--- config.mk ---
export PLATFORM = sky130hd
export DESIGN_NAME = holdover_entry_exit_control
export DESIGN_NICKNAME = d
export VERILOG_FILES = /design/src/holdover_pkg.sv /design/src/holdover_entry_exit_control.sv /design/src/step_interval_timer.sv
export SDC_FILE = /design/constraint.sdc
export NUM_CORES = 1
export LEC_CHECK = 0
export BUFFER_PORTS_ARGS = -buffer_cell sky130_fd_sc_hd__buf_2
export CELL_PAD_IN_SITES_DETAIL_PLACEMENT = 0
export CELL_PAD_IN_SITES_GLOBAL_PLACEMENT = 1
export CORE_UTILIZATION = 41
export CTS_CLUSTER_SIZE = 28
export DETAILED_ROUTE_END_ITERATION = 10
export GPL_ROUTABILITY_DRIVEN = 0
export PLACE_DENSITY_LB_ADDON = 0.1
export REMOVE_ABC_BUFFERS = 1
export SLEW_MARGIN = 30
export SYNTH_ARGS = -nofsm -noshare
export SYNTH_HDL_FRONTEND = slang
export SYNTH_SLANG_ARGS = --single-unit
--- constraint.sdc ---
create_clock -name pclk -period 3.3 [get_ports pclk]
set_clock_uncertainty 0.2 [all_clocks]
set_input_delay 0.33 -clock pclk [delete_from_list [all_inputs] [get_ports pclk]]
set_output_delay 0.33 -clock pclk [all_outputs]
set_load 0.02 [all_outputs]
--- src/holdover_pkg.sv ---
// Constants, register map and carrier types for the holdover control block.
package holdover_pkg;

  localparam int ADDR_W = 12;
  localparam int DAC_W = 10;
  localparam int EXIT_W = 14;
  localparam int MULT_W = 15;
  localparam int PERIOD_W = 23;

  // Register indices; the byte address is four times the index.
  localparam logic [9:0] IDX_MULT_TRIP = 10'h14e;
  localparam logic [9:0] IDX_RATE_COUNT = 10'h14f;
  localparam logic [9:0] IDX_SWITCH_EN = 10'h150;
  localparam logic [9:0] IDX_EXIT_HIGH = 10'h151;
  localparam logic [9:0] IDX_EXIT_LOW = 10'h152;
  localparam logic [9:0] IDX_CONTROL = 10'h1f0;
  localparam logic [9:0] IDX_LOW_TRIP = 10'h1f1;
  localparam logic [9:0] IDX_STATE = 10'h1f2;
  localparam logic [9:0] IDX_IRQ_STATUS = 10'h1f3;
  localparam logic [9:0] IDX_IRQ_MASK = 10'h1f4;

  // Field positions.
  localparam int MULT_LSB = 6;
  localparam int TRIP_MSB = 5;
  localparam int CTRL_TRACK_BIT = 0;
  localparam int CTRL_POLICY_LSB = 1;
  localparam int STATE_HOLD_BIT = 10;
  localparam int STATE_INVALID_BIT = 11;

  // Reset values.
  localparam logic [7:0] RST_MULT_TRIP = 8'h00;
  localparam logic [7:0] RST_RATE_COUNT = 8'h7f;
  localparam logic [7:0] RST_SWITCH_EN = 8'h03;
  localparam logic [7:0] RST_EXIT_HIGH = 8'h02;
  localparam logic [7:0] RST_EXIT_LOW = 8'h00;
  localparam logic [7:0] RST_CONTROL = 8'h01;
  localparam logic [7:0] RST_LOW_TRIP = 8'h00;
  localparam logic [DAC_W-1:0] DAC_START = 10'h200;
  localparam logic [DAC_W-1:0] TRIP_STEP = 10'h010;
  localparam logic [2:0] POLICY_AUTO_MIN = 3'h3;

  // Interrupt status bit positions.
  localparam int IRQ_SWITCH = 0;
  localparam int IRQ_ENTER = 1;
  localparam int IRQ_EXIT = 2;
  localparam int IRQ_RAIL = 3;
  localparam int IRQ_W = 4;

  typedef enum logic {HOLD_IDLE, HOLD_ACTIVE} hold_state_e;

  typedef struct packed {
    logic reserved7;
    logic manual_input_force;
    logic reserved5;
    logic lock_loss_switch_enable;
    logic input_absent_switch_enable;
    logic tuning_rail_switch_enable;
    logic hitless_switch;
    logic holdover_enable;
  } switch_cfg_s;

  typedef struct packed {
    logic lock_loss;
    logic input_absent;
    logic rail;
  } switch_cause_s;

  function automatic logic [ADDR_W-1:0] byte_addr(input logic [9:0] idx);
    byte_addr = {idx, 2'b00};
  endfunction

endpackage

--- src/holdover_entry_exit_control.sv ---
// Holdover entry and exit control with DAC tracking and an APB register file.
`timescale 1ns/1ps
`default_nettype none

// Overview of operation
// - Multiplier code selects 4, 64, 1024, 16384.
// - Upper rail within trip level enters holdover.
// - Tracking count field resets to 127.
// - DAC steps every multiplier times count ticks.
// - Force bit locks manual input exclusively.
// - Lock detect falling edge makes switch event.
// - Input absent causes holdover entry when enabled.
// - Rail trip marks input invalid, switches.
// - Style bit picks hard or hitless switch.
// - Holdover enable bit gates holdover entirely.
// - Exit after fourteen-bit count of valid ticks.
// - Lower rail trip also enters holdover.
// - Tracking only while locked, starts at 512.
module holdover_entry_exit_control import holdover_pkg::*; (
  input wire logic pclk, // System clock, 250 MHz.
  input wire logic presetn, // Asynchronous reset, active low.
  input wire logic psel, // APB select.
  input wire logic penable, // APB enable.
  input wire logic pwrite, // APB write.
  input wire logic [ADDR_W-1:0] paddr, // APB byte address.
  input wire logic [31:0] pwdata, // APB write data.
  output logic [31:0] prdata, // APB read data.
  output logic pready, // APB ready.
  output logic pslverr, // APB error on unmapped address.
  input wire logic pdf_tick, // One phase-compare period, pulse.
  input wire logic pdf_valid, // Phase-compare clock valid at tick.
  input wire logic digital_lock_detect, // First loop locked.
  input wire logic input_absent_flag, // Loss of input signal.
  input wire logic [DAC_W-1:0] vtune_code, // Sampled tuning voltage.
  output logic [DAC_W-1:0] tracked_dac, // Tracked DAC value.
  output logic holdover_active, // Holdover mode.
  output logic switch_event, // Clock switch event pulse.
  output logic switch_hitless, // Switch style for the event.
  output logic input_invalid, // Current input marked invalid.
  output logic input_force_exclusive, // Lock onto forced input only.
  output logic [1:0] forced_input, // Input chosen when forced.
  output logic irq // Level interrupt.
);
  logic [7:0] mult_trip_reg;
  logic [7:0] rate_count_reg;
  switch_cfg_s switch_reg;
  logic [7:0] exit_high_reg;
  logic [7:0] exit_low_reg;
  logic [7:0] control_reg;
  logic [7:0] low_trip_reg;
  logic [IRQ_W-1:0] irq_status_reg;
  logic [IRQ_W-1:0] irq_status_next;
  logic [IRQ_W-1:0] irq_mask_reg;
  logic [31:0] prdata_reg;
  logic [DAC_W-1:0] dac_reg;
  logic [DAC_W-1:0] dac_next;
  hold_state_e state_reg;
  hold_state_e state_next;
  logic [EXIT_W-1:0] exit_cnt_reg;
  logic [EXIT_W-1:0] exit_cnt_next;
  logic dld_prev_reg;
  logic absent_prev_reg;
  logic rail_prev_reg;
  logic invalid_reg;
  logic switch_reg_out;
  switch_cause_s cause;
  logic step;
  logic reload_reg;

  function automatic logic hit(input logic [ADDR_W-1:0] a,
                               input logic [9:0] idx);
    hit = (a == byte_addr(idx));
  endfunction

  // APB decode.
  wire wr = psel && penable && pwrite;
  wire setup_rd = psel && !penable && !pwrite;
  wire rd_done = psel && penable && !pwrite;
  wire h_mt = hit(paddr, IDX_MULT_TRIP);
  wire h_rc = hit(paddr, IDX_RATE_COUNT);
  wire h_sw = hit(paddr, IDX_SWITCH_EN);
  wire h_eh = hit(paddr, IDX_EXIT_HIGH);
  wire h_el = hit(paddr, IDX_EXIT_LOW);
  wire h_ct = hit(paddr, IDX_CONTROL);
  wire h_lt = hit(paddr, IDX_LOW_TRIP);
  wire h_st = hit(paddr, IDX_STATE);
  wire h_is = hit(paddr, IDX_IRQ_STATUS);
  wire h_im = hit(paddr, IDX_IRQ_MASK);
  wire mapped = h_mt | h_rc | h_sw | h_eh | h_el | h_ct | h_lt | h_st |
    h_is | h_im;

  // Fields.
  wire [1:0] mult_code = mult_trip_reg[MULT_LSB+1:MULT_LSB];
  wire [5:0] upper_trip = mult_trip_reg[TRIP_MSB:0];
  wire [5:0] lower_trip = low_trip_reg[TRIP_MSB:0];
  wire track_enable = control_reg[CTRL_TRACK_BIT];
  wire [2:0] input_select_policy = control_reg[CTRL_POLICY_LSB+2:
    CTRL_POLICY_LSB];
  wire [EXIT_W-1:0] hold_exit_valid_count =
    {exit_high_reg[TRIP_MSB:0], exit_low_reg};

  // Multiplier is four times sixteen to the power of code.
  wire [MULT_W-1:0] tracking_rate_multiplier =
    MULT_W'(4) << {mult_code, 2'b00};
  wire [PERIOD_W-1:0] interval = PERIOD_W'(tracking_rate_multiplier) *
    PERIOD_W'(rate_count_reg);

  // Reload one cycle after the write, once the new field is stored.
  step_interval_timer #(.PERIOD_W(PERIOD_W)) step_interval_timer_inst (
    .pclk(pclk),
    .presetn(presetn),
    .tick(pdf_tick),
    .reload(reload_reg),
    .period(interval),
    .step(step)
  );

  // Upper trip sits (code+1)/64 of full scale below the top.
  wire [DAC_W-1:0] upper_level = DAC_W'(~DAC_W'(0) -
    DAC_W'((upper_trip + 7'd1) * TRIP_STEP) + DAC_W'(1));
  // Lower trip sits (code+1)/64 of full scale above ground.
  // Kept one bit wider so the top code reaches the full scale.
  wire [DAC_W:0] lower_level = (DAC_W+1)'((lower_trip + 7'd1) * TRIP_STEP);
  wire rail_hit = (dac_reg >= upper_level) ||
    ({1'b0, dac_reg} <= lower_level);

  // Falling lock detect is a lock loss.
  assign cause.lock_loss = switch_reg.lock_loss_switch_enable &&
    dld_prev_reg && !digital_lock_detect;
  assign cause.input_absent = switch_reg.input_absent_switch_enable &&
    input_absent_flag && !absent_prev_reg;
  assign cause.rail = switch_reg.tuning_rail_switch_enable &&
    rail_hit && !rail_prev_reg;
  wire any_event = |cause;

  // Entry only when holdover is enabled.
  wire enter = (state_reg == HOLD_IDLE) && any_event &&
    switch_reg.holdover_enable;
  // A missing or invalid clock breaks the run.
  wire run_broken = pdf_tick && (!pdf_valid || input_absent_flag);
  // Exit when the unbroken run reaches the count.
  wire leave = (state_reg == HOLD_ACTIVE) && pdf_tick && !run_broken &&
    (exit_cnt_reg + EXIT_W'(1) >= hold_exit_valid_count);

  always_comb begin
    state_next = state_reg;
    exit_cnt_next = exit_cnt_reg;
    case (state_reg)
      HOLD_IDLE: begin
        exit_cnt_next = '0;
        if (enter) begin
          state_next = HOLD_ACTIVE;
        end
      end
      HOLD_ACTIVE: begin
        if (!switch_reg.holdover_enable || leave) begin
          state_next = HOLD_IDLE;
          exit_cnt_next = '0;
        end else if (run_broken) begin
          exit_cnt_next = '0;
        end else if (pdf_tick) begin
          exit_cnt_next = exit_cnt_reg + EXIT_W'(1);
        end
      end
      default: begin
        state_next = HOLD_IDLE;
        exit_cnt_next = '0;
      end
    endcase
  end

  // Track toward the tuning voltage only while locked.
  wire track_go = step && track_enable && digital_lock_detect &&
    (state_reg == HOLD_IDLE);
  assign dac_next = !track_go ? dac_reg :
    (vtune_code > dac_reg) ? dac_reg + DAC_W'(1) :
    (vtune_code < dac_reg) ? dac_reg - DAC_W'(1) : dac_reg;

  // Hardware sets win over a read clear in the same cycle.
  wire [IRQ_W-1:0] irq_set = {cause.rail, leave, enter, any_event};
  // Only the bits returned by the read are cleared, so a bit set at the
  // setup edge is not lost unseen.
  assign irq_status_next = ((rd_done && h_is) ?
    (irq_status_reg & ~prdata_reg[IRQ_W-1:0]) : irq_status_reg) | irq_set;

  wire [31:0] rd_mux =
    h_mt ? {24'h0000_00, mult_trip_reg} :
    h_rc ? {24'h0000_00, rate_count_reg} :
    h_sw ? {24'h0000_00, switch_reg & 8'h5f} :
    h_eh ? {26'h000_0000, exit_high_reg[TRIP_MSB:0]} :
    h_el ? {24'h0000_00, exit_low_reg} :
    h_ct ? {24'h0000_00, control_reg} :
    h_lt ? {26'h000_0000, low_trip_reg[TRIP_MSB:0]} :
    h_st ? {20'h0000_0, invalid_reg, state_reg == HOLD_ACTIVE, dac_reg} :
    h_is ? {28'h000_0000, irq_status_reg} :
    h_im ? {28'h000_0000, irq_mask_reg} : 32'h0000_0000;

  always_ff @(posedge pclk or negedge presetn) begin
    if (!presetn) begin
      mult_trip_reg <= RST_MULT_TRIP;
      rate_count_reg <= RST_RATE_COUNT;
      switch_reg <= RST_SWITCH_EN;
      exit_high_reg <= RST_EXIT_HIGH;
      exit_low_reg <= RST_EXIT_LOW;
      control_reg <= RST_CONTROL;
      low_trip_reg <= RST_LOW_TRIP;
      irq_mask_reg <= '0;
    end else if (wr) begin
      if (h_mt) mult_trip_reg <= pwdata[7:0];
      // Full 0 to 255 count range.
      if (h_rc) rate_count_reg <= pwdata[7:0];
      if (h_sw) switch_reg <= pwdata[7:0] & 8'h5f;
      if (h_eh) exit_high_reg <= {2'b00, pwdata[TRIP_MSB:0]};
      if (h_el) exit_low_reg <= pwdata[7:0];
      if (h_ct) control_reg <= {4'h0, pwdata[3:0]};
      if (h_lt) low_trip_reg <= {2'b00, pwdata[TRIP_MSB:0]};
      if (h_im) irq_mask_reg <= pwdata[IRQ_W-1:0];
    end
  end

  always_ff @(posedge pclk or negedge presetn) begin
    if (!presetn) begin
      state_reg <= HOLD_IDLE;
      exit_cnt_reg <= '0;
      dac_reg <= DAC_START;
      dld_prev_reg <= 1'b0;
      absent_prev_reg <= 1'b0;
      rail_prev_reg <= 1'b0;
      invalid_reg <= 1'b0;
      switch_reg_out <= 1'b0;
      irq_status_reg <= '0;
      prdata_reg <= '0;
      reload_reg <= 1'b0;
    end else begin
      state_reg <= state_next;
      exit_cnt_reg <= exit_cnt_next;
      dac_reg <= dac_next;
      dld_prev_reg <= digital_lock_detect;
      absent_prev_reg <= input_absent_flag;
      rail_prev_reg <= rail_hit;
      // Input stays invalid until holdover exits on the valid-tick count; leaving by clearing the enable keeps it set.
      invalid_reg <= cause.rail || (invalid_reg && !leave);
      switch_reg_out <= any_event;
      irq_status_reg <= irq_status_next;
      if (setup_rd) prdata_reg <= rd_mux;
      reload_reg <= wr && (h_mt || h_rc);
    end
  end

  // APB: no wait states, read data is registered in the setup cycle.
  assign pready = 1'b1;
  assign pslverr = psel && penable && !mapped;
  assign prdata = prdata_reg;
  assign tracked_dac = dac_reg;
  assign holdover_active = (state_reg == HOLD_ACTIVE);
  assign switch_event = switch_reg_out;
  // Hitless needs no completion bound, so it is only a level.
  assign switch_hitless = switch_reg.hitless_switch;
  assign input_invalid = invalid_reg;
  // Manual policies 0 to 2 with force set.
  assign input_force_exclusive = switch_reg.manual_input_force &&
    (input_select_policy < POLICY_AUTO_MIN);
  assign forced_input = input_select_policy[1:0];
  assign irq = |(irq_status_reg & irq_mask_reg);

  a_lock_loss_event: assert property (@(posedge pclk) disable iff (!presetn)
    (switch_reg.lock_loss_switch_enable && $fell(digital_lock_detect))
    |-> ##1 switch_event)
    else $error("lock loss gave no switch event");
  a_no_event_off: assert property (@(posedge pclk) disable iff (!presetn)
    ($fell(digital_lock_detect) && !switch_reg.input_absent_switch_enable &&
     !switch_reg.tuning_rail_switch_enable &&
     !switch_reg.lock_loss_switch_enable) |-> ##1 !switch_event)
    else $error("switch event while all enables are off");
  a_absent_entry: assert property (@(posedge pclk) disable iff (!presetn)
    (!holdover_active && switch_reg.holdover_enable &&
     switch_reg.input_absent_switch_enable && $rose(input_absent_flag))
    |=> holdover_active)
    else $error("signal loss did not enter holdover");
  a_hold_disabled: assert property (@(posedge pclk) disable iff (!presetn)
    !switch_reg.holdover_enable |=> !holdover_active)
    else $error("holdover active while disabled");
  a_exit_count: assert property (@(posedge pclk) disable iff (!presetn)
    ($fell(holdover_active) && $past(switch_reg.holdover_enable))
    |-> $past(exit_cnt_reg) + 1 >= $past(hold_exit_valid_count))
    else $error("holdover left before the valid count");
  a_run_restart: assert property (@(posedge pclk) disable iff (!presetn)
    (holdover_active && pdf_tick && !pdf_valid) |=> exit_cnt_reg == 0)
    else $error("exit counter kept a broken run");
  a_track_frozen: assert property (@(posedge pclk) disable iff (!presetn)
    (!digital_lock_detect || holdover_active) |=> $stable(tracked_dac))
    else $error("DAC moved while unlocked or in holdover");
  a_force_select: assert property (@(posedge pclk) disable iff (!presetn)
    input_force_exclusive |-> (switch_reg.manual_input_force &&
    forced_input != 2'b11 && !control_reg[CTRL_POLICY_LSB+2]))
    else $error("force output without a manual policy");
  a_rail_invalid: assert property (@(posedge pclk) disable iff (!presetn)
    cause.rail |=> input_invalid && switch_event)
    else $error("rail trip did not invalidate the input");
endmodule
`default_nettype wire

--- src/step_interval_timer.sv ---
// Down counter that issues one step request per programmed tick interval.
`timescale 1ns/1ps
`default_nettype none
module step_interval_timer #(
  parameter int PERIOD_W = 23
) (
  input wire logic pclk, // System clock.
  input wire logic presetn, // Asynchronous reset, active low.
  input wire logic tick, // One phase-compare period elapsed.
  input wire logic reload, // Interval fields were rewritten.
  input wire logic [PERIOD_W-1:0] period, // Interval in ticks.
  output logic step // One-cycle step request.
);
  logic [PERIOD_W-1:0] count_reg;
  logic [PERIOD_W-1:0] count_next;
  logic step_reg;
  wire expire = tick && (count_reg <= PERIOD_W'(1));

  assign count_next = (reload || expire) ? period :
    (tick ? count_reg - PERIOD_W'(1) : count_reg);

  always_ff @(posedge pclk or negedge presetn) begin
    if (!presetn) begin
      count_reg <= '0;
      step_reg <= 1'b0;
    end else begin
      count_reg <= count_next;
      step_reg <= expire && !reload;
    end
  end

  assign step = step_reg;
endmodule
`default_nettype wire

# --- Word level (Yosys, flattened, before mapping) ---
# Cells that the tools add are included.
totals:
  ff_bits: 141
  latch_bits: 0
  ram_bits: 0
  rom_bits: 0
  in_bits: 63
  output_inout_bits: 52
  mem_count: 0
classes:
  addsub: 8
  mul: 1
  n_div: 0
  n_lt_le_gt_ge: 7
  eq_ne: 11
  shifts: 1
  n_mux: 22
  bitwise_logic: 14
  reduce_logical: 57
op_table:
  columns: ["operator", "n"]
  rows:
  - ["$eq 12x11->1 const B", 10]
  - ["$mux 12", 8]
  - ["$mux 23", 2]
  - ["$mux 14", 3]
  - ["$pmux 14 s2", 1]
  - ["$logic_and 1x1->1", 27]
  - ["$le 23x1->1 const B", 1]
  - ["$mul 15x8->23", 1]
  - ["$sub 23x1->23 const B", 1]
  - ["$add 10x1->10 const B", 2]
  - ["$mux 10", 2]
  - ["$reduce_and 2->1", 9]
  - ["$shl 3x4->15 const A", 1]
  - ["$add 14x1->14 const B", 1]
  - ["$ge 14x14->1", 1]
  - ["$mux 4", 3]
  - ["$le 10x11->1", 1]
  - ["$logic_not 1->1", 11]
  - ["$ge 10x10->1", 1]
  - ["$gt 10x10->1", 1]
  - ["$lt 10x10->1", 1]
  - ["$sub 10x1->10 const B", 1]
  - ["$sub 10x10->10 const A", 1]
  - ["$or 1x1->1", 9]
  - ["other kinds (14)", 22]

# --- Depth between registers and ports, before layout ---
# Gate-level depths: netlist of the first run.
depth:
  ltp_word: 12
  depth_mapped: 15

# --- Cells and area by module ---
# From an unflattened synthesis of the first run, not the netlist that was laid out.
hier_totals:
  cells_unflattened: 1008
  area_unflattened_um2: 9172.5
modules_own_cells:
  columns: ["module", "instances", "cells_each", "area_per_inst_um2", "seq_area_each_um2"]
  rows:
  - ["holdover_entry_exit_control", 1, 837, 7584.8, 2442.3]
  - ["step_interval_timer", 1, 171, 1587.8, 600.6]

# --- Least setup slack after synthesis of the first run ---
# OpenSTA, ideal clock, no wires.
synth_path:
  kind: "register -> register"
  from: "reg dac_reg[5] (netlist: tracked_dac[5])"
  to: "reg dac_reg[8] (netlist: tracked_dac[8])"
  setup_time_ns: 0.140
  arrival_time_ns: 3.346
  t_required_ns: 2.960
  setup_slack_ns: -0.386
  path_stages_with_launch: 14
  n_path_buf: 0
  cell_sequence: "dfrtp_1 inv_1 ha_1 a41oi_1 o21ai_0 a2111oi_0 or2_2 ha_1 a21o_1 a211oi_1 nor2_1 o41ai_1 xor2_1 mux2i_1"
synth_between:
  elab_chain_cells: 3
  elab_cells_between_ends: 8
synth_rtl:
  columns: ["element", "line", "rtl"]
  rows:
  - ["from (decl)", "holdover_entry_exit_control.sv:55", "logic [DAC_W-1:0] dac_reg;"]
  - ["from (signal assigned)", "holdover_entry_exit_control.sv:237", "dac_reg <= dac_next;"]
  - ["$sub 10x1->10, or another cell as far along", "holdover_entry_exit_control.sv:177", "(vtune_code < dac_reg) ? dac_reg - DAC_W'(1) : dac_reg;"]
  - ["$mux 10 or $reduce_bool 2->1 (tied branches)", null, null]
  - ["$mux 10 or $reduce_and 2->1 (tied branches)", null, null]
# Parallel ways exist; a longest one is shown, timed or not. The select of a mux whose other input is x is not followed.
# A chain may end at the register's enable or synchronous reset.

# --- Final worst setup path of the first run ---
layout_path:
  from: "reg dac_reg[9] (netlist: tracked_dac[9])"
  to: "reg dac_reg[8] (netlist: tracked_dac[8])"
layout_between:
  elab_chain_cells: 3
  elab_cells_between_ends: 5
layout_rtl:
  columns: ["element", "line"]
  rows:
  - ["$gt 10x10->1 or $lt 10x10->1 (tied branches)", "holdover_entry_exit_control.sv:176, holdover_entry_exit_control.sv:177"]
  - ["$reduce_bool 2->1 (no line)", null]
  - ["$reduce_and 2->1 (no line)", null]
# Parallel ways exist; a longest one is shown, timed or not.

==> results of run 1 <==
[worst max-delay path by stage]
stage	startpoint	endpoint	depth (start not counted)
final	tracked_dac[9]	tracked_dac[8]	13
after global routing	tracked_dac[9]	tracked_dac[8]	13
after CTS	tracked_dac[9]	tracked_dac[8]	13
after detailed placement	vtune_code[5]	tracked_dac[8]	13
after global placement	tracked_dac[9]	tracked_dac[8]	13
after floorplan	tracked_dac[5]	tracked_dac[8]	13
[metal layers]
| metal | vias up | global-route usage [%] | part of all wire [%] |
|---|---|---|---|
| met5 | - | 0 | 0 |
| met4 | 0 | 8.32 | 2.1 |
| met3 | 40 | 4.22 | 3.8 |
| met2 | 189 | 40.7 | 47 |
| met1 | 3921 | 34.6 | 47 |
| li1 | 3989 | - | - |
[timing repair]
action | in CTS | in global routing
gates resized for setup | 62 | 39
endpoints found under the setup margin | 15 | 32
pin swaps | 33 | 36
buffers inserted | 7 | 8
hold buffers | 4 | 0
gates cloned | 0 | 1
endpoints found under the hold margin | 112 | 0
[power by group]
part | internal, mW | switching (mW) | total, mW
clock | 1.22 | 0.730 | 1.95
combinational | 0.166 | 0.290 | 0.456
sequential | 1.56 | 0.0929 | 1.65
[cells by family after synthesis]
family / Yosys count
xor+xnor: 38
compound gates: 256
other cells: 2
simple gates: 339
fa+ha+maj: 87
buf+inv: 107
mux: 44
flops: 121
[cell type report]
| class | count | area share (%) |
|---|---|---|
| multi-input cells | 785 | 51.1 |
| clock inverters | 12 | 1.29 |
| flip-flops and latches | 121 | 26.5 |
| inverters | 53 | 1.73 |
| clock buffers | 20 | 3.98 |
| well taps | 275 | 3.00 |
| repair buffers | 204 | 12.4 |
[stage by stage]
step	area (sq um)	util, %	setup slack (ps)
CTS	11200	53.0	-86.8
finish	11500	54.2	-109
global route	11500	54.2	-271
detailed placement	10200	48.3	-464
global placement	10200	48.3	-367
floorplan	8650	-	-402
[Yosys cell counts, types with 4 or more instances]
master    count  area, sq um
a211oi_1     12         90.1
a21o_1       17          128
a21oi_1      58          290
a22oi_1      21          158
a31oi_1      12         75.1
a32oi_1       5         43.8
and2_1       21          131
and3_1       18          113
buf_2         4         20.0
buf_4        23          173
clkbuf_1     26         97.6
dfrtp_1     109         2730
dfstp_2      12          315
fa_1          4         80.1
ha_1         83         1040
inv_1        53          199
mux2_2       37          417
mux2i_1       7         70.1
nand2_1      90          338
nand2b_1      7         43.8
nand3_1      38          190
nand3b_1      5         37.5
nand4_1      15         93.8
nor2_1       69          259
nor2b_1       4         25.0
nor3_1       26          130
nor4_1        8         50.1
nor4b_1       5         43.8
o211ai_1      5         37.5
o21a_1        5         37.5
o21ai_0      68          340
o22ai_1      11         68.8
or2_2         4         25.0
or3_1         4         25.0
or4_1         5         37.5
xnor2_1      17          149
xor2_1       21          184
[worst max-delay path: cells and delay by family (launching register included)]
kind / cells / cell delay [ps]
AOI/OAI and AO/OA: 5 / 1090
xor gates and xnor gates: 1 / 190
adders and majority gates: 2 / 610
buffers and inverters: 1 / 50
DFF: 1 / 530
muxes: 1 / 90
and+or+nand+nor: 3 / 530
==> flow_summary.toml, run 1 <==
[synth]
synthMuxAreaShare_pct = 5.48
synth_ff_type = "dfrtp_1"
synth_cell_types = 76
syn-instance-count = 994
synth_edf_count = 0
yosys_warnings = 0
synth_area_sq_um = 8870
synth-simple-area-share_pct = 19.5
synth_xor_area_share_pct = 3.75
yosysSeqAreaShare_pct = 34.3
synth_seq_cells = 121
synthAdderAreaFrac_pct = 12.6
synth.avg_cell_area_sq_um = 8.93
async_reset_ff_share_pct = 100
synth_top_family_by_area = "simple AND/OR/NAND/NOR gates"
synth_compound_area_share_pct = 18.7

[setup_path]
r2r-start = "tracked_dac[9]"
reg2reg_slack_ps = -110
crit_chain = "inv_2 -> ha_4 -> nand4_1 -> a211oi_2 -> a2111oi_4 -> or2_4 -> fa_2 -> a21o_1 -> a211oi_2 -> nor2_1 -> o41ai_2 -> xor2_1 -> mux2i_1"
required_ps = 3390
timing.rr.end = "tracked_dac[8]"
critPathKind = "register to register"
end_kind = "register"
r2r_cells = 13
crit_top_cell = "a211oi_2"
startpoint_type = "register"
cp_slowest_cell = "dfstp_2"
arrival_ps = 3500
worstPathMaxFanout = 6
max_stage_delay_ps = 530

[finish]
area.sequential_sq_um = 3040
final_cell_mix = "121 x buf_4, 109 x dfrtp_1, 89 x nand2_1"
fin_nets = 1332
instances_no_fill = 1470
multi_input_area_sq_um = 5860
largest_reg_flops = 23
area_growth_pct = 29.2
final_common_cell = "buf_4"
fillers = 2028
diodes = 0
drive_above_1_share_pct = 31.0

[place]
dp_hpwl_microns = 19700
placed_cells = 1418
portBuffers = 69

[grt]
grt_pass1_vias = 7955
grt_pass1_wl_microns = 43100
grt.total_usage_pct = 25.4
gr-total-overflow = 0
grt_max_degree = 122
grt_antenna_before_repair = 0

[power]
power_density_nw_per_um2 = 354
finalPower_mw = 4.07
leakagePower_nw = 5.47
max-vdd-ir-drop_uv = 371

[outcome]
violations = "negative setup slack"
status = "finished, violations left"

[die]
dieArea_sq_um = 22200
die-height_microns = 149
die_x_microns = 149
rows = 53
start_util_pct = 42.0
core_area_sq_um = 21200
io_pins = 115

[cts]
cts_tree = "yes"
cts.sinks = 121
clk_latency_ps = 420
cts_buffer_depth = 2
cts-root-buf = "clkbuf_16"
path_clk_slew_ps = 60
htree_levels = 4
numCtsBuffers = 17

[run]
drv_cap = 0

[routing]
wl_per_cell_microns = 18.5
wl_microns = 27200
dr.pass1.iters = 6
drtAntennaViolNets = 0
drc = 0
viasPerCell = 5.54
route.vias.total = 8139
drtIter0Drc = 460

[timing]
hold_slack_ps = 15.9
tightest_slew_ps = 736
final_hold_viol_count = 0
relSlewSlack_pct = 50.6
slew_viol_final = 0
fin_crit_ps = 3410
setup-violations-final = 3
fin_tns_setup_ps = -214
max_freq_ghz = 0.293
fin_crit_sh_pct = 103
rsz0062_at_grt = "yes"
fin_ws_ps = -109

[hold_path]
min_path_cells = 3
hold_start = "pwdata[6]"
whs_endpoint = "exit_low_reg[6]"
hp-class = "input pin to register"
(Power assumes the default switching activity.)
==> run 2, diff against run 1 <==
--- a/config.mk
+++ b/config.mk
@@ -12,9 +12,10 @@
 export CTS_CLUSTER_SIZE = 28
 export DETAILED_ROUTE_END_ITERATION = 10
 export GPL_ROUTABILITY_DRIVEN = 0
+export MAX_ROUTING_LAYER = met4
 export PLACE_DENSITY_LB_ADDON = 0.1
 export REMOVE_ABC_BUFFERS = 1
-export SLEW_MARGIN = 30
+export SLEW_MARGIN = 20
 export SYNTH_ARGS = -nofsm -noshare
 export SYNTH_HDL_FRONTEND = slang
 export SYNTH_SLANG_ARGS = --single-unit
==> flow_summary.toml, run 2 (synthesis gave the netlist of run 1 again) <==
[die]
die_x_microns = 149
die-height_microns = 149
core_area_sq_um = 21200
rows = 53
io_pins = 115
start_util_pct = 42.0
dieArea_sq_um = 22200

[power]
internal_power_mw = 2.95
power_density_nw_per_um2 = 355
p_comb_share_pct = 11.2
finalPower_mw = 4.06
max-vdd-ir-drop_uv = 373
swShare_pct = 27.3
pwr-share-seq_pct = 40.7
power_switching_mw = 1.11
p_clk_share_pct = 48.1
leakagePower_nw = 5.47

[setup_path]
r2r_cells = 13
worstPathMaxFanout = 6
end_kind = "register"
crit_path_end = "tracked_dac[8]"
critPathLaunch = "tracked_dac[9]"
critPathKind = "register to register"
r2r-start = "tracked_dac[9]"
startpoint_type = "register"
required_ps = 3390
timing.rr.end = "tracked_dac[8]"
arrival_ps = 3500
reg2reg_slack_ps = -110

[timing]
final_hold_viol_count = 0
rsz0062_at_grt = "yes"
hold_slack_ps = 18.3
fin_ws_ps = -109
slew_viol_final = 0
fin_crit_ps = 3410
fin_tns_setup_ps = -215
setup-violations-final = 3
tightest_slew_ps = 784
fin_crit_sh_pct = 103
max_freq_ghz = 0.293
relSlewSlack_pct = 47.3

[finish]
area.sequential_sq_um = 3040
diodes = 0
final_cell_mix = "121 x buf_4, 109 x dfrtp_1, 90 x nand2_1"
final_common_cell = "buf_4"
final_area_sq_um = 11500
fillers = 2028
fin_nets = 1332
drive_above_1_share_pct = 30.7
multi_input_area_sq_um = 5850
area_growth_pct = 29.1
finalCoreUtilization_pct = 54.2
largest_reg_flops = 23

[cts]
clk_latency_ps = 420
cts_buffer_depth = 2
cts-root-buf = "clkbuf_16"
cts.sinks = 121
cts_tree = "yes"
numCtsBuffers = 17
path_clk_slew_ps = 60
htree_levels = 4

[routing]
wl_per_cell_microns = 18.5
drtAntennaViolNets = 0
viasPerCell = 5.58
dr.pass1.iters = 6
wl_microns = 27200
drtIter0Drc = 488
drc = 0
route.vias.total = 8202

[place]
place_area_sq_um = 10200
dp_hpwl_microns = 19700
portBuffers = 69

[run]
drv_cap = 0

[grt]
grt_max_degree = 122
grt_pass1_wl_microns = 43100
grt.total_usage_pct = 26.2
grt_antenna_before_repair = 0
grt_pass1_vias = 7939
gr-total-overflow = 0

[outcome]
violations = "negative setup slack"
status = "finished, violations left"

[hold_path]
hp-class = "input pin to register"
min_path_cells = 3
-- run 2: cell types whose count changed in the layout (fill, tap and decap cells not counted) --
cell      delta
nand2_1      +1
nand2_2      -1
and3_4       -1
ha_1         +1
buf_8        -1
buf_2        -1
clkbuf_4     +1
and3_1       +1
buf_6        +1
ha_2         -1
-- run 2: timing repair --
action,CTS,global route
resized for setup,62,36
setup endpoints to repair,15,32
cloned,0,1
endpoints found under the hold margin,112,0
hold buffers,4,0
buffers inserted,7,8
pin swaps,33,35
-- run 2: cell type report --
class | count | area share (%)
Tap cell | 275 | 3.00
Clock inverter | 12 | 1.29
Multi-Input combinational cell | 785 | 51.1
Inverter | 53 | 1.74
Timing Repair Buffer | 204 | 12.4
Clock buffer | 20 | 3.99
Sequential cell | 121 | 26.6
-- run 2: worst max-delay path, cell delays in order (launching register included) --
cell,delay (ps)
dfstp_2,530
inv_2,50
ha_4,250
nand4_1,120
a211oi_2,340
a2111oi_4,100
or2_4,310
fa_2,360
a21o_1,190
a211oi_2,210
nor2_1,90
o41ai_2,250
xor2_1,190
mux2i_1,90
-- run 2: layer usage --
layer	part of all wire [%]	track usage (%)	wire length, microns	up-vias
met1	46	34.8	12600	3966
met3	4.3	4.16	1170	39
li1	-	-	-	3989
met4	2.0	8.32	544	0
met2	47	40.7	12900	208
met5	0	-	0	-
-- run 2: how the worst min path moves through the flow --
stage | start | end | slack, ps
floorplan | presetn | absent_prev_reg | -170
global placement | prdata[10] | prdata[10] | 250
detailed placement | prdata[10] | prdata[10] | 260
CTS | pwdata[6] | exit_low_reg[6] | 0.2
global route | pwdata[5] | exit_high_reg[5] | 40
finish | pwdata[6] | exit_low_reg[6] | 20
-- run 2: power groups by stage --
| stage | logic, mW | clock network [mW] | registers, mW |
|---|---|---|---|
| 2_1_floorplan | 0.242 | 0 | 1.66 |
| 3_3_place_gp | 0.438 | 0 | 1.68 |
| 3_5_place_dp | 0.443 | 0 | 1.68 |
| 4_1_cts | 0.456 | 1.99 | 1.65 |
| 5_1_grt | 0.514 | 2.05 | 1.67 |
| 6_report | 0.457 | 1.95 | 1.65 |
-- run 2: stage by stage --
| step | setup slack [ps] | cells |
|---|---|---|
| after floorplan | -402 | 959 |
| after global placement | -367 | 1418 |
| after detailed placement | -464 | 1418 |
| after CTS | -86.8 | 1461 |
| after global routing | -271 | 1470 |
| final | -109 | 1470 |
==> run 3, diff against run 2 <==
--- a/config.mk
+++ b/config.mk
@@ -5,10 +5,11 @@
 export SDC_FILE = /design/constraint.sdc
 export NUM_CORES = 1
 export LEC_CHECK = 0
+export ABC_AREA = 1
 export BUFFER_PORTS_ARGS = -buffer_cell sky130_fd_sc_hd__buf_2
 export CELL_PAD_IN_SITES_DETAIL_PLACEMENT = 0
 export CELL_PAD_IN_SITES_GLOBAL_PLACEMENT = 1
-export CORE_UTILIZATION = 41
+export CORE_UTILIZATION = 39
 export CTS_CLUSTER_SIZE = 28
 export DETAILED_ROUTE_END_ITERATION = 10
 export GPL_ROUTABILITY_DRIVEN = 0
==> flow_summary.toml, run 3 <==
[synth]
synth.avg_cell_area_sq_um = 7.42
synth_ff_type = "dfrtp_1"
yosys.area.top_type_share_pct = 29.9
synth_edf_count = 0
yosys.area.top_type = "dfrtp_1"
ys_top_cells_by_count = "294 x nand2_1, 142 x inv_1, 131 x nor2_1, 109 x dfrtp_1, 92 x o21ai_0"
synth.most_common_cell = "nand2_1"
synth_area_sq_um = 9110
yosys_warnings = 0
synth_cell_types = 53
yosys-top-cells-area = "dfrtp_1 30%, nand2_1 12%, ha_1 11%"
async_reset_ff_share_pct = 100
syn-instance-count = 1228
synth_seq_cells = 121
yosysSeqAreaShare_pct = 33.4

[setup_path]
arrival_ps = 3310
startpoint_type = "register"
worstPathMaxFanout = 6
critPathKind = "register to register"
required_ps = 3360
end_kind = "register"

[finish]
diodes = 0
drive_above_1_share_pct = 21.8
fillers = 2329
final_area_sq_um = 11200
fin_nets = 1507
area_growth_pct = 22.5
largest_reg_flops = 23
final_common_cell = "nand2_1"
final_cell_mix = "283 x nand2_1, 135 x inv_1, 115 x nor2_1"

[run]
drv_cap = 0

[grt]
grt_pass1_vias = 7819
grt_antenna_before_repair = 0
grt_max_degree = 59
grt_pass1_wl_microns = 42400
grt.total_usage_pct = 23.6
gr-total-overflow = 0

[power]
leakagePower_nw = 5.54
power_density_nw_per_um2 = 374
max-vdd-ir-drop_uv = 316

[cts]
htree_levels = 4
clk_latency_ps = 430
cts.sinks = 121
cts_buffer_depth = 2
numCtsBuffers = 17
cts_tree = "yes"
cts-root-buf = "clkbuf_16"
path_clk_slew_ps = 60

[hold_path]
hp-class = "input pin to register"

[routing]
wl_per_cell_microns = 15.8
drc = 0
wl_microns = 26600
route.vias.total = 8281
viasPerCell = 4.92
wirelength_met1_microns = 12800
drtIter0Drc = 416
dr_wl_met3_microns = 923
highest_layer = "met4"
dr_wl_met2_microns = 12500
dr.pass1.iters = 5
drtAntennaViolNets = 0

[timing]
fin_ws_ps = 50.1
relSlewSlack_pct = 41.1
tightest_slew_ps = 883
max_freq_ghz = 0.308
setup-violations-final = 0
fin_tns_setup_ps = 0
final_hold_viol_count = 0
fin_crit_ps = 3250
fin_crit_sh_pct = 98.5
slew_viol_final = 0
rsz0062_at_grt = "yes"

[place]
place_area_sq_um = 10100
portBuffers = 69
dp_worst_setup_slack_ps = -64.2
dp_hpwl_microns = 20600

[die]
dieArea_sq_um = 24000
rows = 55
die-height_microns = 155
start_util_pct = 40.0
die_x_microns = 155
core_area_sq_um = 22800
io_pins = 115

[outcome]
status = "complete, no violations"
## run 3: cell types whose count changed in the layout (fill, tap and decap cells not counted), sizes merged, moves of 18 or more
cell   before  now
nor2       71  138
nand3      38   69
o21ai      69  108
inv        54  156
and2       21    2
nand2      90  300
buf       199  133
and3       18    0
mux2       37    0
## run 3: cells by family (layout without fill, tap and decap cells)
logic type | Yosys count | count (layout) | synth area share (%)
AND/OR/NAND/NOR | 572 | 572 | 27.6
AO/OA/AOI/OAI | 200 | 200 | 12.4
other | 2 | 21 | 0.0824
XOR/XNOR | 51 | 51 | 4.90
buffers and inverters | 195 | 318 | 9.37
flip-flops | 121 | 121 | 33.4
adder cells (fa/ha/maj) | 87 | 87 | 12.3
## run 3: per-stage QoR
step	power (mW)	std cells	utilization [%]	hold WS, ps
floorplan	2.14	1202	-	-166
global placement	2.33	1637	44.1	260
detailed placement	2.34	1637	44.1	268
CTS	4.17	1672	47.1	23.0
global route	4.38	1683	49.0	52.4
finish	4.17	1683	49.0	34.4
## run 3: critical path, cell delays in order, from the launching register on
cell and delay [ps]:
dfrtp_2 460, inv_2 60, nor2_4 110, inv_2 60, nor2_1 90, ha_2 180, inv_2 40, fa_1 560
inv_2 50, ha_4 150, ha_4 280, nand2_1 80, o21ai_2 140, buf_4 120, a21oi_1 40, or2_2 270
nand3_1 120, a31oi_1 90
## run 3: power breakdown
| part | total (mW) | switching [mW] | internal [mW] |
|---|---|---|---|
| Combinational | 0.698 | 0.432 | 0.267 |
| Sequential | 1.65 | 0.0836 | 1.57 |
| Clock | 1.83 | 0.777 | 1.05 |
## run 3: layout make-up
type                            instances  area, sq um  area share, %
Multi-Input combinational cell        931         5690           51.0
Clock buffer                           17          425           3.81
Sequential cell                       121         3050           27.3
Tap cell                              313          392           3.51
Inverter                              150          563           5.05
Clock inverter                         15          140           1.26
Timing Repair Buffer                  136          903           8.10
## run 3: timing repair
item	in CTS	in global routing
endpoints found under the setup margin	9	34
gates resized for setup	14	88
hold endpoints to repair	48	0
pin swaps	6	37
setup buffers	0	11
hold buffers	3	0
## run 3: worst paths after layout
kind / start / endpoint / slack (ps) / cells past startpoint
worst max-delay path: mult_trip_reg[6] / step_interval_timer_inst.count_reg[16] / 50 / 17
worst min-delay path: pdf_tick / exit_cnt_reg[0] / 30 / 4
worst max register to register: mult_trip_reg[6] / step_interval_timer_inst.count_reg[16] / 50 / 17
worst min register to register: prdata[10] / prdata[10] / 280 / 2
max in group asynchronous: presetn / switch_reg[0] / 1750 / 3
min in group asynchronous: presetn / tracked_dac[0] / 340 / 2
## run 3: per-layer routing
metal  up-vias  track usage, %
met4         0            5.75
met3        27            3.36
li1       4242               -
met1      3840            31.3
met5         -               -
met2       172            37.8
